<file path="src/design/cpl_pkg.sv">
// Package of constants and types for the configuration port pin logic
package cpl_pkg;

  // ----------------------------------------
  // Widths
  // ----------------------------------------
  localparam int ADDR_W = 20;  // Parallel EEPROM address width
  localparam int DATA_W = 8;   // Parallel configuration byte width
  localparam int MODE_W = 3;   // Mode select width
  localparam int USER_W = 16;  // User I/O count behind the global tri-state

  // ----------------------------------------
  // Mode select encodings (arbitrary codes; any other code captures nothing)
  // ----------------------------------------
  localparam logic [2:0] MODE_MASTER_SERIAL = 3'h0;
  localparam logic [2:0] MODE_SLAVE_SERIAL = 3'h7;
  localparam logic [2:0] MODE_MASTER_PAR = 3'h1;
  localparam logic [2:0] MODE_PERIPHERAL = 3'h3;
  localparam logic [2:0] MODE_SLAVE_PAR = 3'h6;

  // ----------------------------------------
  // Reset values and bit positions
  // ----------------------------------------
  localparam logic [19:0] ADDR_RESET = 20'h0_0000;
  localparam logic [7:0] BYTE_RESET = 8'h00;
  localparam int BYTE_MSB = 7;  // Chain output carries only this bit of each byte in parallel modes

  // Loader phases
  typedef enum logic [1:0] {
    CPL_INIT,
    CPL_CONFIG,
    CPL_DONE
  } cpl_state_t;

endpackage

</file>
<file path="src/design/cpl_config_port.sv">
// Configuration port pin logic: error signalling, selects, address, data and chain output
// ----------------------------------------
// Configuration port top module
// ----------------------------------------
// How it works
// - Drive error low on CRC or preamble fault
// - Error holds init until program and reset high
// - Error returns high once configuration restarts
// - Pull-up on error pin during configuration
// - Global tri-state floats user I/O, pulls down
// - Peripheral select: select_low_n, write low, select_high high
// - Master parallel drives 20-bit EEPROM address
// - Parallel modes take bytes on data bus
// - Serial chain output feeds next device
// - Chain output changes on clock falling edge
// - Selects become user I/O after configuration
// - Serial input sampled with configuration clock
// - Progress outputs high and low while configuring
module cpl_config_port #(
  parameter int USER_N = cpl_pkg::USER_W
) (
  input wire logic SYS_CLK,                            // System clock, 125 MHz
  input wire logic NRST,                               // Asynchronous reset, active low
  input wire logic PROGRAM_N,                          // Program request pin, active low
  input wire logic RESET_N,                            // Device reset pin, active low
  input wire logic [cpl_pkg::MODE_W-1:0] CFG_MODE_SELECT, // Mode select pins
  input wire logic CFG_CLK,                            // Configuration clock pin
  input wire logic SERIAL_IN,                          // Serial input, data bit 0 in parallel modes
  input wire logic [cpl_pkg::DATA_W-1:0] DATA_IN,      // Parallel data pins
  input wire logic SELECT_LOW_N,                       // Peripheral chip select, active low
  input wire logic SELECT_HIGH,                        // Peripheral chip select, active high
  input wire logic WRITE_N,                            // Peripheral write strobe, active low
  input wire logic GLOBAL_TRISTATE,                    // Global tri-state, active high
  input wire logic STREAM_ERROR,                       // Frame checker: CRC or preamble fault
  input wire logic STREAM_DONE,                        // Frame checker: configuration complete
  input wire logic [USER_N-1:0] USER_OUT,              // User logic output values
  input wire logic [USER_N-1:0] USER_OE,               // User logic output enables
  output logic [USER_N-1:0] USER_PIN_OUT,              // User pin output values
  output logic [USER_N-1:0] USER_PIN_OE,               // User pin output enables
  output logic [USER_N-1:0] USER_PULLDOWN,             // User pin pull-down enables
  output logic CFG_ERR_OUT,                            // Error pin output value
  output logic CFG_ERR_OE,                             // Error pin output enable
  output logic CFG_ERR_PULLUP,                         // Error pin pull-up enable
  output logic [cpl_pkg::ADDR_W-1:0] EEPROM_ADDR,      // EEPROM address pins
  output logic EEPROM_ADDR_OE,                         // EEPROM address output enable
  output logic [cpl_pkg::DATA_W-1:0] CFG_BYTE,         // Captured configuration byte
  output logic CFG_BYTE_VALID,                         // One-cycle pulse with each byte
  output logic CHAIN_OUT,                              // Serial chain output
  output logic CHAIN_OE,                               // Chain output enable
  output logic CFG_ACTIVE,                             // High during configuration
  output logic CFG_ACTIVE_N,                           // Low during configuration
  output logic PERIPH_SELECTED,                        // Peripheral select decode
  output logic SELECT_PINS_USER                        // Select pins released to user I/O
);
  import cpl_pkg::*;

  // ----------------------------------------
  // Input synchronisers
  // ----------------------------------------
  localparam int SYNC_W = 17 + DATA_W;
  logic [SYNC_W-1:0] sync_a;   // First stage, read only by the second stage
  logic [SYNC_W-1:0] sync_b;   // Second stage, safe to use
  logic prog_n_s, rst_n_s, cclk_s, sin_s, sel_lo_n_s, sel_hi_s, wrn_s, gts_s, err_s, done_s;
  logic [MODE_W-1:0] mode_s;
  logic [DATA_W-1:0] data_s;

  // Two flops on every pin and on the frame checker's flags
  always_ff @(posedge SYS_CLK or negedge NRST) begin
    if (!NRST) begin
      sync_a <= '0;
      sync_b <= '0;
    end else begin
      sync_a <= {PROGRAM_N, RESET_N, CFG_CLK, SERIAL_IN, SELECT_LOW_N, SELECT_HIGH, WRITE_N,
                 GLOBAL_TRISTATE, STREAM_ERROR, STREAM_DONE, CFG_MODE_SELECT, 4'h0, DATA_IN};
      sync_b <= sync_a;
    end
  end

  assign {prog_n_s, rst_n_s, cclk_s, sin_s, sel_lo_n_s, sel_hi_s, wrn_s, gts_s, err_s, done_s,
          mode_s} = sync_b[SYNC_W-1:DATA_W+4];
  assign data_s = sync_b[DATA_W-1:0];

  // ----------------------------------------
  // Clock edge detection
  // ----------------------------------------
  logic cclk_d;     // Previous synchronised clock level
  logic cclk_rise;  // Rising edge of configuration clock
  logic cclk_fall;  // Falling edge of configuration clock

  // Delay the synchronised clock one cycle for edge finding
  always_ff @(posedge SYS_CLK or negedge NRST) begin
    if (!NRST) begin
      cclk_d <= 1'b0;
    end else begin
      cclk_d <= cclk_s;
    end
  end

  assign cclk_rise = cclk_s & ~cclk_d;
  assign cclk_fall = ~cclk_s & cclk_d;

  // ----------------------------------------
  // Loader state
  // ----------------------------------------
  cpl_state_t state;       // Current phase
  cpl_state_t next_state;  // Next phase
  logic restart_ok;        // Program and reset both released high
  logic [MODE_W-1:0] mode; // Mode latched at the start of configuration
  logic serial_mode;       // Serial modes take one bit per clock

  assign restart_ok = prog_n_s & rst_n_s;
  assign serial_mode = (mode == MODE_MASTER_SERIAL) || (mode == MODE_SLAVE_SERIAL);

  // Phase decisions; an error during configuration pulls back to init
  always_comb begin
    next_state = state;
    unique case (state)
      CPL_INIT: begin
        if (restart_ok) begin
          next_state = CPL_CONFIG;
        end
      end
      CPL_CONFIG: begin
        if (err_s) begin
          next_state = CPL_INIT;
        end else if (done_s) begin
          next_state = CPL_DONE;
        end
      end
      CPL_DONE: begin
        if (!prog_n_s) begin
          next_state = CPL_INIT;  // Reprogram request
        end
      end
    endcase
  end

  // Phase register
  always_ff @(posedge SYS_CLK or negedge NRST) begin
    if (!NRST) begin
      state <= CPL_INIT;
    end else begin
      state <= next_state;
    end
  end

  // Mode is caught on entry to configuration, so pins must be stable before it
  always_ff @(posedge SYS_CLK or negedge NRST) begin
    if (!NRST) begin
      mode <= MODE_MASTER_SERIAL;
    end else if (state == CPL_INIT && next_state == CPL_CONFIG) begin
      mode <= mode_s;
    end
  end

  // ----------------------------------------
  // Error pin
  // ----------------------------------------
  logic err_flag;  // Error seen, held until restart

  // Set on a fault while configuring; cleared only when configuration restarts
  always_ff @(posedge SYS_CLK or negedge NRST) begin
    if (!NRST) begin
      err_flag <= 1'b0;
    end else if (state == CPL_CONFIG && err_s) begin
      err_flag <= 1'b1;
    end else if (state == CPL_INIT && restart_ok) begin
      err_flag <= 1'b0;
    end
  end

  // Open-drain style: drive low on error, otherwise float, on the pull-up except once done
  always_ff @(posedge SYS_CLK or negedge NRST) begin
    if (!NRST) begin
      CFG_ERR_OUT <= 1'b0;
      CFG_ERR_OE <= 1'b0;
      CFG_ERR_PULLUP <= 1'b1;
    end else begin
      CFG_ERR_OUT <= 1'b0;
      CFG_ERR_OE <= err_flag;
      CFG_ERR_PULLUP <= (next_state != CPL_DONE);
    end
  end

  // ----------------------------------------
  // Progress outputs and select decode
  // ----------------------------------------
  // Progress pins follow the phase one cycle late
  always_ff @(posedge SYS_CLK or negedge NRST) begin
    if (!NRST) begin
      CFG_ACTIVE <= 1'b0;
      CFG_ACTIVE_N <= 1'b1;
      SELECT_PINS_USER <= 1'b0;
    end else begin
      CFG_ACTIVE <= (state == CPL_CONFIG);
      CFG_ACTIVE_N <= (state != CPL_CONFIG);
      SELECT_PINS_USER <= (state == CPL_DONE);
    end
  end

  logic periph_sel;  // Select decode, only meaningful in peripheral mode
  assign periph_sel = (state == CPL_CONFIG) && (mode == MODE_PERIPHERAL) &&
                      !sel_lo_n_s && !wrn_s && sel_hi_s;
  assign PERIPH_SELECTED = periph_sel;

  // ----------------------------------------
  // Parallel byte capture and EEPROM address
  // ----------------------------------------
  logic sel_d;     // Previous select, to take one byte per strobe
  logic take_par;  // Take a parallel byte this cycle

  always_comb begin
    take_par = 1'b0;
    if (state == CPL_CONFIG) begin
      unique case (mode)
        MODE_MASTER_PAR, MODE_SLAVE_PAR: take_par = cclk_rise;
        MODE_PERIPHERAL: take_par = periph_sel & ~sel_d;
        default: take_par = 1'b0;                               // Serial modes
      endcase
    end
  end

  // Remember the select to find its leading edge
  always_ff @(posedge SYS_CLK or negedge NRST) begin
    if (!NRST) begin
      sel_d <= 1'b0;
    end else begin
      sel_d <= periph_sel;
    end
  end

  logic [2:0] bit_cnt;          // Serial bits gathered
  logic [DATA_W-1:0] ser_shift; // Serial gather register

  // Serial bits sampled on clock rising edges, MSB first
  always_ff @(posedge SYS_CLK or negedge NRST) begin
    if (!NRST) begin
      bit_cnt <= 3'h0;
      ser_shift <= BYTE_RESET;
    end else if (state != CPL_CONFIG) begin
      bit_cnt <= 3'h0;
    end else if (serial_mode && cclk_rise) begin
      ser_shift <= {ser_shift[DATA_W-2:0], sin_s};
      bit_cnt <= bit_cnt + 3'h1;
    end
  end

  // Byte output register; in parallel modes bit 0 is the serial pin
  always_ff @(posedge SYS_CLK or negedge NRST) begin
    if (!NRST) begin
      CFG_BYTE <= BYTE_RESET;
      CFG_BYTE_VALID <= 1'b0;
    end else begin
      CFG_BYTE_VALID <= 1'b0;
      if (take_par) begin
        CFG_BYTE <= {data_s[DATA_W-1:1], sin_s};
        CFG_BYTE_VALID <= 1'b1;
      end else if (state == CPL_CONFIG && serial_mode && cclk_rise && bit_cnt == 3'h7) begin
        CFG_BYTE <= {ser_shift[DATA_W-2:0], sin_s};
        CFG_BYTE_VALID <= 1'b1;
      end
    end
  end

  // Address steps after each byte; restarts from zero on every new attempt
  always_ff @(posedge SYS_CLK or negedge NRST) begin
    if (!NRST) begin
      EEPROM_ADDR <= ADDR_RESET;
      EEPROM_ADDR_OE <= 1'b0;
    end else begin
      EEPROM_ADDR_OE <= (state == CPL_CONFIG) && (mode == MODE_MASTER_PAR);
      if (state != CPL_CONFIG) begin
        EEPROM_ADDR <= ADDR_RESET;
      end else if (mode == MODE_MASTER_PAR && take_par) begin
        EEPROM_ADDR <= EEPROM_ADDR + 20'h0_0001;
      end
    end
  end

  // ----------------------------------------
  // Serial chain output
  // ----------------------------------------
  // Bits pass through to the next device, updated only on falling edges
  always_ff @(posedge SYS_CLK or negedge NRST) begin
    if (!NRST) begin
      CHAIN_OUT <= 1'b1;
      CHAIN_OE <= 1'b0;
    end else begin
      CHAIN_OE <= (state == CPL_CONFIG);
      if (state == CPL_CONFIG && cclk_fall) begin
        CHAIN_OUT <= serial_mode ? ser_shift[0] : CFG_BYTE[BYTE_MSB];
      end
    end
  end

  // ----------------------------------------
  // User I/O and global tri-state
  // ----------------------------------------
  // Tri-state overrides user enables and turns on pull-downs
  always_ff @(posedge SYS_CLK or negedge NRST) begin
    if (!NRST) begin
      USER_PIN_OUT <= '0;
      USER_PIN_OE <= '0;
      USER_PULLDOWN <= '0;
    end else begin
      USER_PIN_OUT <= USER_OUT;
      USER_PIN_OE <= (gts_s || state != CPL_DONE) ? '0 : USER_OE;
      USER_PULLDOWN <= gts_s ? '1 : '0;
    end
  end

endmodule

</file>
<file path="config.mk">
export PLATFORM = sky130hd
export DESIGN_NAME = cpl_config_port
export DESIGN_NICKNAME = d
export VERILOG_FILES = /design/src/design/cpl_pkg.sv /design/src/design/cpl_config_port.sv
export SDC_FILE = /design/constraint.sdc
export NUM_CORES = 1
export LEC_CHECK = 0
export ABC_AREA = 1
export BUFFER_PORTS_ARGS = -buffer_cell sky130_fd_sc_hd__buf_2
export CAP_MARGIN = 20
export CORE_MARGIN = 5
export CORE_UTILIZATION = 40
export DETAILED_ROUTE_END_ITERATION = 6
export PLACE_DENSITY = 0.68
export SYNTH_ARGS = -nofsm -noshare
export SYNTH_HDL_FRONTEND = slang
export SYNTH_SLANG_ARGS = --single-unit
</file>
<file path="constraint.sdc">
create_clock -name SYS_CLK -period 1.86 [get_ports SYS_CLK]
set_input_delay 0.279 -clock SYS_CLK [delete_from_list [all_inputs] [get_ports SYS_CLK]]
set_output_delay 0.279 -clock SYS_CLK [all_outputs]
set_load 0.005 [all_outputs]
</file>
# Word-level counts from Yosys, hierarchy flattened
# Cells that the tools add are included.
# classes
bitwise,8
n_addsub,2
shift,0
mux,20
eq_ne,11
n_mul,0
n_lt_le_gt_ge,0
n_div,0
reduce_logical,26
# op_table
op,n
$mux W20,2
$mux W16,2
$add A20 B1 Y20 const B,1
$mux W8,2
$logic_and A1 B1 Y1,14
$eq A3 B3 Y1 const B,3
$mux W2,4
$reduce_bool A2 Y1,4
$mux W1,6
$mux W3,2
$pmux W2 S3,1
$and A1 B1 Y1,4
$eq A2 B1 Y1 const B,2
$ne A2 B2 Y1 const B,2
$not A1 Y1,4
$add A3 B1 Y3 const B,1
$eq A3 B1 Y1 const B,1
$eq A3 B2 Y1 const B,1
$logic_not A3 Y1,1
$eq A2 B2 Y1 const B,1
$logic_not A1 Y1,2
$logic_not A2 Y1,1
$logic_or A1 B1 Y1,2
$ne A2 B1 Y1 const B,1
other kinds (3),3
# word_totals
memories,0
romBits,0
wordCells,89
input_bits,55
ram_bits,0
latchBits,0
output_inout_bits,87
register_bits,144

# Longest topological paths before layout
# Gate-level depths: netlist of run 1.
# depth
word_depth,11
depth_mapped,13
mapped_depth_nobuf,11

# Worst setup path after synthesis of run 1
# OpenSTA, ideal clock, no wires.
# synth_timing
path_kind,register to register
startpoint,register state[1]
endpoint,register EEPROM_ADDR[13] in the netlist's numbering
setup_time_ns,0.119
setup_slack_ns,0.183
path_stages_with_launch,14
arrival_ns,1.558
n_path_buf,2
synth_period_minus_slack_ns,1.677
path_cell_list,dfrtp_1 -> inv_1 -> ha_1 -> buf_4 -> inv_4 -> nor2_1 -> nand3_1 -> nand2_1 -> nand2_2 -> nand2_2 -> inv_2 -> buf_4 -> nand2_1 -> nand2_1
# synth_between
elab_chain_cells,10
word_cells_on_any_way,12
cone_classes,2 x eq/ne; 3 x mux; 1 x bitwise; 6 x reduce/logical
# synth_rtl
element,line,source
"start, declared",cpl_config_port.sv:105,cpl_state_t state;
"start signal, assigned",cpl_config_port.sv:143,state <= next_state;
$eq A2 B1 Y1,"cpl_config_port.sv:202, cpl_config_port.sv:214",
$logic_and A1 B1 Y1 (2 in series),cpl_config_port.sv:202,assign periph_sel = (state == CPL_CONFIG) && (mode == MODE_PERIPHERAL) &&
$logic_and A1 B1 Y1 (2 in series),cpl_config_port.sv:203,!sel_lo_n_s && !wrn_s && sel_hi_s;
$and A1 B1 Y1,cpl_config_port.sv:217,MODE_PERIPHERAL: take_par = periph_sel & ~sel_d;
$pmux W1 S2,cpl_config_port.sv:215,unique case (mode)
$mux W1,cpl_config_port.sv:214,if (state == CPL_CONFIG) begin
$logic_and A1 B1 Y1,cpl_config_port.sv:274,end else if (mode == MODE_MASTER_PAR && take_par) begin
$reduce_bool A2 Y1 (no line),--,
"end signal, assigned",cpl_config_port.sv:275,EEPROM_ADDR <= EEPROM_ADDR + 20'h0_0001;
"end, declared",cpl_config_port.sv:44,"output logic [cpl_pkg::ADDR_W-1:0] EEPROM_ADDR,"
# Several ways; a longest one is shown, not always the timed one.
# A chain may end at the register's enable or synchronous reset.

# Worst setup path in the final report of run 1
# Same ends and word-level chain as after synthesis.

==> results of run 1 <==
==> report_power, final <==
| group | switching (mW) | internal, mW | total (mW) |
|---|---|---|---|
| Sequential | 0.185 | 3.10 | 3.29 |
| Combinational | 0.798 | 0.528 | 1.33 |
| Clock | 1.14 | 2.19 | 3.34 |
| Total | 2.13 | 5.82 | 7.95 |
==> worst register-to-register path, stage by stage (launching register included) <==
cell      delay [ps]
dfrtp_1          380
inv_2             70
ha_4             180
inv_4             90
nor2_1            50
nand3_1           70
nand2_1           80
nand2_2          150
clkinv_1         300
nand3_1          180
nand2_1           60
==> cells by family after synthesis <==
group                      after synthesis
adders and majority gates                6
xor gates and xnor gates                 5
buffers and inverters                   85
and+or+nand+nor                        242
DFF                                    127
AOI/OAI and AO/OA                       34
other                                    1
==> state kept, by name (all words and copies together) (netlist names), 7 cells and up <==
signal	count
CFG_BYTE	8
sync_b	20
ser_shift	7
USER_PIN_OUT	16
sync_a	20
EEPROM_ADDR	20
USER_PIN_OE	16
==> synthesized netlist by cell type <==
library cell / number
inv_2: 4
dfrtp_1: 124
buf_4: 19
dfstp_2: 3
nand3_1: 23
clkbuf_1: 3
buf_6: 1
o31ai_1: 1
nor3_4: 1
inv_4: 1
nand2_1: 150
nand4_1: 7
nand2_2: 6
conb_1: 1
o21ai_1: 13
o21ai_0: 13
clkinv_1: 2
nand3_2: 1
o22ai_1: 3
nor3_2: 1
nor2_1: 50
a21oi_1: 1
or2_2: 1
xor2_1: 5
ha_1: 6
a21boi_0: 1
inv_1: 54
a22o_1: 2
buf_2: 1
nor4_1: 1
nor3_1: 1
==> stage by stage <==
stage          hold slack [ps]  setup slack [ps]  util [%]  cells
5_1_grt                  67.28             3.081     55.85    839
2_1_floorplan           -16.59             183.3         -    500
3_5_place_dp             282.8             85.43     47.44    771
4_1_cts                  59.68             2.206     55.72    839
3_3_place_gp             282.8             108.8     47.44    771
6_report                 78.72             141.4     55.85    839
==> routing by layer <==
metal / GRT usage [%] / vias up
li1: - / 1888
met1: 19.02 / 1787
met2: 27.49 / 124
met3: 5.847 / 6
met4: 6.232 / 0
met5: 0 / -
==> path summary, 6_finish.rpt <==
kind,slack (ps),endpoint,startpoint
worst max-delay path,140,EEPROM_ADDR[13],state[1]
worst min-delay path,80,USER_PIN_OE[8],USER_OE[8]
worst max register to register,140,EEPROM_ADDR[13],state[1]
worst min register to register,340,sync_b[6],sync_a[6]
max in group asynchronous,890,mode[0],NRST
min in group asynchronous,390,CHAIN_OE,NRST
==> layout make-up <==
cell class / count / area share, %
Sequential cell: 127 / 47.43
Multi-Input combinational cell: 288 / 20.05
Timing Repair Buffer: 185 / 17.31
Clock buffer: 20 / 6.956
Inverter: 61 / 3.450
Tap cell: 147 / 2.742
Clock inverter: 11 / 2.070
==> placed cells by master (no fill, tap or decap), types with 3 or more instances in the layout <==
cell type,instances
inv_2,5
ha_1,5
nand2_1,149
clkbuf_8,3
o22ai_1,3
buf_4,8
inv_1,53
dfstp_2,3
o21ai_1,13
dfrtp_1,124
buf_2,138
o21ai_0,13
bufinv_16,3
clkinv_2,5
xor2_1,5
nor2_1,48
nand4_1,7
nand2_2,7
dlygate4sd3_1,37
nand3_1,23
clkbuf_16,17
==> repair_timing <==
| item | in CTS | in global routing |
|---|---|---|
| hold endpoints to repair | 64 | 0 |
| setup endpoints to repair | 1 | 5 |
| resized for setup | 4 | 5 |
| hold buffers | 37 | 0 |
| cloned | 0 | 0 |
| pin swaps | 0 | 1 |
==> flow_metrics.tcl, run 1 <==
set metrics [dict create \
    critPathLaunchType "register" \
    hold_viol_final 0 \
    gp_congestion 0.8536 \
    drive_gt1_share_pct 29.34 \
    clk_latency_ps 400 \
    fin_area_sq_um 6709 \
    critical_path.top_delay_family "simple AND/OR/NAND/NOR gates" \
    areaGrowthSynthToFinish_pct 37.10 \
    synthSimpleGateAreaFrac_pct 20.46 \
    cts_inserted_buffers 17 \
    cts_tree "built" \
    path_cells "inv_2 > ha_4 > inv_4 > nor2_1 > nand3_1 > nand2_1 > nand2_2 > clkinv_1 > nand3_1 > nand2_1" \
    grt_antenna_before_repair 0 \
    path_max_fanout 10 \
    synth_top_area_cell "dfrtp_1" \
    maxCapViolations 0 \
    end_kind "register" \
    placed_area_sq_um 5698 \
    synthAdderAreaFrac_pct 1.534 \
    yosysWarnings 0 \
    finalCriticalPeriod_ps 1719 \
    slowest_stage "dfrtp_1" \
    syn_area_per_cell_sq_um 9.787 \
    cts_setup_buffers 0 \
    syn_nets 561 \
    synth_mux_area_share_pct 0 \
    fmax_ghz 0.5819 \
    synth_area_sq_um 4893 \
    worstHoldPathCells 3 \
    rsz0062_at_grt "no" \
    holdCritPathClass "primary input to register" \
    min_period_over_period_pct 92.40 \
    first_pass_iters 4 \
    rows 40 \
    clock_path_buffers 2 \
    ant_nets 0 \
    top_layer_used "met4" \
    drc 0 \
    die_w_microns 120.6 \
    arrival_ps 2010 \
    reg2reg_depth 10 \
    nFillCells 1037 \
    power_density_nw_per_um2 1185 \
    core_area_sq_um 12010 \
    cpPeakStageDelay_ps 380 \
    multi_input_area_sq_um 1345 \
    finalPower_mw 7.949 \
    path_class "register to register" \
    num_antenna_cells 0 \
    grt_usage_pct 16.29 \
    synth_xor_area_share_pct 0.8949 \
    die_area_sq_um 14550 \
    slew_headroom_pct 66.28 \
    ys_seq_elements 127 \
    io_buffers 139 \
    outcome "completed" \
    setup_viol 0 \
    drt_iter0_markers 277 \
    grt_pass1_wl_microns 18510 \
    synth_area_leaders "dfrtp_1, nand2_1, inv_1" \
    p_leak_nw 3.560 \
    root_buffer "clkbuf_16" \
    crit_buf_inv 3 \
    synth_compound_area_share_pct 3.810 \
    cts_sinks 127 \
    wl_met2_microns 5620 \
    yosysSeqAreaShare_pct 65.02 \
    ys_types 31 \
    max_slew.worst_pin.slew_ps 504.5 \
    wl_microns 11140 \
    wl_per_cell_microns 13.28 \
    via_per_inst 4.535 \
    required_ps 2150 \
    met1_length_microns 4662 \
    chipHeight_microns 120.6 \
    start_util_pct 40.74 \
    num_vias 3805 \
    dr_wl_met3_microns 776 \
    synth_top_family_by_area "simple AND/OR/NAND/NOR gates" \
    htreeDepth 4 \
    grt_max_degree 38 \
    dp_hpwl_microns 7327 \
    path_clk_slew_ps 60 \
    peakVddDrop_uv 940.9 \
    fin_nets 741 \
    setup_tns_ps 0 \
    cp.depth 10 \
    synth_cells 500 \
    yosys.area.top_type_share_pct 63.41 \
    first_global_vias 3881 \
    clock_skew_ps 12.06 \
    maxSlewViolCount 0 \
    ios 142 \
    layout.area.seq_sq_um 3182 \
    gr-total-overflow 0 \
]
(Power assumes the default switching activity.)
==> run 2, diff against run 1 <==
--- a/config.mk
+++ b/config.mk
@@ -11,7 +11,7 @@
 export CORE_MARGIN = 5
 export CORE_UTILIZATION = 40
 export DETAILED_ROUTE_END_ITERATION = 6
-export PLACE_DENSITY = 0.68
+export PLACE_DENSITY = 0.71
 export SYNTH_ARGS = -nofsm -noshare
 export SYNTH_HDL_FRONTEND = slang
 export SYNTH_SLANG_ARGS = --single-unit
==> constraint.sdc (replaced) <==
create_clock -name SYS_CLK -period 1.4 [get_ports SYS_CLK]
set_input_delay 0.21 -clock SYS_CLK [delete_from_list [all_inputs] [get_ports SYS_CLK]]
set_output_delay 0.21 -clock SYS_CLK [all_outputs]
set_load 0.005 [all_outputs]
==> run 2 against run 1 <==
  * The run now ends with setup timing left
  * Routed wire length grew 16%
  * Clock-buffer cell count grew 2
  * Via count grew 8.5%
  * Final cell count grew 7.6%
  * Clock skew grew 3.2 ps
  * Non-clock buffer count grew 63
  * Design area grew 9.8%
  * Sequential share of layout area shrank 4.2 points
  * Hold slack lost 64 ps
  * Flip-flop and latch count is the same
  * Critical path type is now register to output pin
  * Largest cell class unchanged
==> flow_metrics.tcl, run 2 (synthesis gave the netlist of run 1 again) <==
set metrics [dict create \
    outcome "finished with violations" \
    violations "setup timing" \
    fin_ws_ps -250.0 \
    final_cell_mix "buf_2, nand2_1, dfrtp_1" \
    io_buffers 139 \
    rsz0062_at_grt "yes" \
    clk_latency_ps 410 \
    path_clk_slew_ps 50 \
    gr-total-overflow 0 \
    hold_end "USER_PIN_OE[11]" \
    ff2ff_setup_slack_ps -220 \
    die_w_microns 120.6 \
    fin_nets 804 \
    holdCritPathClass "primary input to register" \
    dp_hpwl_microns 8025 \
    areaGrowthSynthToFinish_pct 50.55 \
    min_period_over_period_pct 117.9 \
    utilization_pct 61.33 \
    cts_inserted_buffers 17 \
    cp.depth 5 \
    drc 0 \
    r2r-end "mode[1]" \
    path_class "register to output pin" \
    crit_buf_inv 3 \
    num_vias 4130 \
    clock_path_buffers 2 \
    hold_viol_final 0 \
    path_max_fanout 2 \
    start_util_pct 40.74 \
    chipHeight_microns 120.6 \
    ant_nets 0 \
    place_worst_setup_slack_ps -177.6 \
    rows 40 \
    num_antenna_cells 0 \
    drt_iter0_markers 283 \
    path_cells "inv_2 > nand2_2 > buf_6 > nor4_4 > buf_2" \
    top_regs "EEPROM_ADDR x20, sync_a x20, sync_b x20" \
    via_per_inst 4.574 \
    reg2reg_depth 11 \
    ios 142 \
    cts_tree "built" \
    wl_microns 12960 \
    hp-start "USER_OE[11]" \
    die_area_sq_um 14550 \
    critical_path.top_delay_family "flip-flops" \
    drive_gt1_share_pct 37.83 \
    arrival_ps 1440 \
    cts_sinks 127 \
    power_density_nw_per_um2 1525 \
    setup_viol 44 \
    slowest_stage "dfrtp_1" \
    root_buffer "clkbuf_16" \
    layout_commonest_cell "buf_2" \
    first_global_vias 4289 \
    maxSlewViolCount 0 \
    grt_usage_pct 18.33 \
    maxCapViolations 0 \
    clock_skew_ps 15.28 \
    grt_pass1_wl_microns 21050 \
    fmax_ghz 0.6061 \
    grt_antenna_before_repair 0 \
    end_kind "output pin" \
    first_pass_iters 4 \
    cpPeakStageDelay_ps 370 \
    critPathLaunchType "register" \
    required_ps 1190 \
    peakVddDrop_uv 1085 \
    htreeDepth 4 \
    grt_max_degree 52 \
    p_leak_nw 3.908 \
    r2r_start "state[1]" \
    worstHoldPathCells 3 \
    gp_congestion 0.8525 \
    nFillCells 966 \
    wl_per_cell_microns 14.35 \
    finalCriticalPeriod_ps 1650 \
    core_area_sq_um 12010 \
]
-- run 2: changes by cell type in the layout (fill, tap and decap cells not counted), moves of 4 or more --
cell,previous run,this run
buf_6,0,13
clkbuf_1,0,4
dlygate4sd3_1,37,45
buf_4,8,49
nand2_1,149,135
nand2_4,0,5
o21ai_0,13,7
nand2_2,7,16
-- run 2: where the power goes --
group | switching (mW) | internal (mW) | total, mW
logic | 1.55 | 1.43 | 2.99
clock network | 1.58 | 2.30 | 3.87
registers | 0.254 | 4.12 | 4.37
-- run 2: layout make-up --
cell class | count | area (sq um) | share of cell area, %
Multi-Input combinational cell | 288 | 1505 | 20.43
Clock inverter | 10 | 65.06 | 0.8832
Tap cell | 147 | 183.9 | 2.497
Inverter | 61 | 255.2 | 3.465
Clock buffer | 22 | 454.2 | 6.165
Sequential cell | 127 | 3183 | 43.21
Timing Repair Buffer | 248 | 1720 | 23.35
-- run 2: through the flow --
step	TNS [ps]	hold slack, ps	area, sq um	total power [mW]	std cells
after global routing	-11790	3.086	7367	11.84	903
after global placement	-2827	231.2	6000	6.300	806
after detailed placement	-4552	235.2	6000	6.390	806
after floorplan	-4858	-85.59	4940	5.453	500
final	-6708	14.42	7367	11.23	903
after CTS	-5224	0.4230	7168	10.76	893
-- run 2: worst max path at each step --
stage	startpoint	to	slack [ps]
after floorplan	state[1]	EEPROM_ADDR[15]	-210
after global placement	state[0]	mode[0]	-130
after detailed placement	state[0]	mode[2]	-180
after CTS	sync_b[20]	PERIPH_SELECTED	-280
after global routing	sync_b[20]	PERIPH_SELECTED	-370
final	sync_b[20]	PERIPH_SELECTED	-250
-- run 2: routing by layer --
layer	global-route usage, %	part of all wire (%)	vias to the layer above
met1	22.31	40	1969
met5	0	0	-
met2	30.46	51	129
met3	6.595	6.8	20
met4	5.878	1.8	0
li1	-	-	2012
-- run 2: timing repair --
| item | in CTS | in global routing |
|---|---|---|
| hold buffers | 45 | 0 |
| cloned | 1 | 1 |
| pin swaps | 14 | 15 |
| resized for setup | 43 | 29 |
| endpoints found under the setup margin | 40 | 78 |
| endpoints found under the hold margin | 168 | 0 |
| setup buffers | 10 | 10 |
-- run 2: worst reg2reg max path, stage by stage, from the launching register on --
cell	delay, ps
dfrtp_1	380
inv_2	100
buf_6	110
ha_4	200
a21boi_2	160
o21ai_2	70
nand2_2	90
inv_4	70
nand2_4	50
buf_4	130
o21ai_2	100
nand2_1	50
==> run 3, diff against run 2 <==
--- a/config.mk
+++ b/config.mk
@@ -6,12 +6,13 @@
 export NUM_CORES = 1
 export LEC_CHECK = 0
 export ABC_AREA = 1
-export BUFFER_PORTS_ARGS = -buffer_cell sky130_fd_sc_hd__buf_2
+export BUFFER_PORTS_ARGS = -buffer_cell sky130_fd_sc_hd__buf_4
 export CAP_MARGIN = 20
+export CORE_ASPECT_RATIO = 0.6
 export CORE_MARGIN = 5
-export CORE_UTILIZATION = 40
+export CORE_UTILIZATION = 35
 export DETAILED_ROUTE_END_ITERATION = 6
-export PLACE_DENSITY = 0.71
+export PLACE_DENSITY = 0.64
 export SYNTH_ARGS = -nofsm -noshare
 export SYNTH_HDL_FRONTEND = slang
 export SYNTH_SLANG_ARGS = --single-unit
==> run 3 against run 2 <==
  * The run still ends with setup timing left
  * Die area up 14%
  * Clock-buffer cell count down 4
  * Clock skew down 8.0 ps
  * Global-route usage down 2.0 points
  * Routed wire length down 0.49%
  * Sequential power up 1%
  * Sequential share of layout area down 2.4 points
  * Critical path type is now register to register
  * Critical endpoint is now CFG_BYTE[4]
  * Largest cell class unchanged
==> flow_metrics.tcl, run 3 (synthesis gave the netlist of run 1 again) <==
set metrics [dict create \
    grtUsageMet1_pct 21.10 \
    gp_congestion 0.8451 \
    wl_per_cell_microns 13.64 \
    rsz0062_at_grt "yes" \
    crit_buf_inv 5 \
    utilization_pct 57.05 \
    placed_area_sq_um 6471 \
    finalCriticalPeriod_ps 1689 \
    areaGrowthSynthToFinish_pct 59.35 \
    maxCapViolations 0 \
    final_cell_mix "buf_4, nand2_1, dfrtp_1" \
    start_util_pct 35.81 \
    fin_ws_ps -288.9 \
    grt_antenna_before_repair 0 \
    fin_area_sq_um 7797 \
    layout_commonest_cell "buf_4" \
    clk_latency_ps 410 \
    die_area_sq_um 16520 \
    violations "setup timing" \
    critPathLaunchType "register" \
    top_regs "EEPROM_ADDR x20, sync_a x20, sync_b x20" \
    drc 0 \
    cts_inserted_buffers 17 \
    maxSlewViolCount 0 \
    clock_skew_ps 7.277 \
    first_global_vias 4269 \
    required_ps 1700 \
    path_cells "inv_2 > ha_4 > inv_8 > buf_6 > buf_6 > nor3_4 > nand2_1 > nand2_2 > clkinv_4 > nand2_2 > nand2_1" \
    p_leak_nw 4.011 \
    dp_hpwl_microns 8866 \
    peakVddDrop_uv 850.5 \
    htreeDepth 4 \
    chipHeight_microns 101.6 \
    io_buffers 139 \
    first_pass_iters 6 \
    core_area_sq_um 13670 \
    ios 142 \
    wl_microns 12890 \
    clock_path_buffers 2 \
    rows 33 \
    num_antenna_cells 0 \
    path_clk_slew_ps 60 \
    drt_iter0_markers 223 \
    holdCritPathClass "primary input to register" \
    met3_usage_pct 5.205 \
    cts_tree "built" \
    die_w_microns 162.7 \
    root_buffer "clkbuf_16" \
    critical_path.top_delay_family "simple AND/OR/NAND/NOR gates" \
    via_per_inst 4.321 \
    path_class "register to register" \
    hold_viol_final 0 \
    outcome "finished with violations" \
    end_kind "register" \
    grt_usage_pct 16.33 \
    slowest_stage "dfrtp_1" \
    power_density_nw_per_um2 1477 \
    cts_sinks 127 \
    grtUsageMet2_pct 26.29 \
    gr-total-overflow 0 \
    num_vias 4083 \
    path_max_fanout 8 \
    grt_most_used_layer "met2" \
    cpPeakStageDelay_ps 380 \
    grt_pass1_wl_microns 21110 \
    grt_max_degree 69 \
    ant_nets 0 \
    fmax_ghz 0.5921 \
    drive_gt1_share_pct 38.25 \
    arrival_ps 1980 \
    fin_nets 802 \
    min_period_over_period_pct 120.6 \
    setup_viol 46 \
]
[run 3: cell types whose count changed in the layout (fill, tap and decap cells not counted), sizes merged]
cell	before	now
clkinvlp	3	1
buf	202	199
bufinv	0	1
dlygate4sd3	45	47
clkbuf	23	18
inv	61	65
[run 3: cell type report]
class,instances,area (sq um)
Clock buffer,18,439.2
Clock inverter,13,131.4
Fill cell,1146,5869
Inverter,61,251.5
Multi-Input combinational cell,288,1496
Sequential cell,127,3183
Tap cell,192,240.2
Timing Repair Buffer,246,2056
[run 3: power by group]
group	internal [mW]	switching, mW	total [mW]
sequential	4.12	0.312	4.43
combinational	1.43	1.41	2.84
clock	2.52	1.73	4.25
total	8.07	3.45	11.5
[run 3: what timing repair did]
| action | CTS | global route |
|---|---|---|
| setup endpoints to repair | 60 | 49 |
| pin swaps | 5 | 8 |
| hold buffers | 47 | 0 |
| gates resized for setup | 20 | 49 |
| hold endpoints to repair | 170 | 0 |
| buffers inserted | 4 | 6 |
| gates cloned | 0 | 0 |
[run 3: worst paths after layout]
check                                  end  slack, ps  cells past startpoint        from
max                            CFG_BYTE[4]       -290                     11    state[1]
min                         USER_PIN_OE[8]         20                      3  USER_OE[8]
max reg2reg                    CFG_BYTE[4]       -290                     11    state[1]
min reg2reg                     sync_b[19]        340                      0  sync_a[19]
max in group asynchronous        CHAIN_OUT        690                      3        NRST
min in group asynchronous  EEPROM_ADDR[14]        140                      2        NRST
[run 3: routing by layer]
layer	part of all wire [%]	wire length, microns
met3	7.3	941
met1	46	5896
met2	46	5937
met4	0.92	119
met5	0	0
[run 3: stage by stage]
step | hold slack (ps) | std cells | total power [mW] | worst slack [ps] | setup TNS, ps
after global routing | 7.208 | 945 | 12.11 | -396.0 | -13310
after floorplan | -85.59 | 500 | 5.453 | -208.6 | -4858
after CTS | 1.390 | 939 | 11.21 | -281.7 | -7966
after global placement | 22.83 | 857 | 6.570 | -151.4 | -3089
final | 17.09 | 945 | 11.52 | -288.9 | -8513
after detailed placement | 23.44 | 857 | 6.649 | -222.3 | -4549
[run 3: worst min-delay path, cell delays in order]
cell and delay [ps]:
buf_4 110, inv_1 40, nor2_1 40
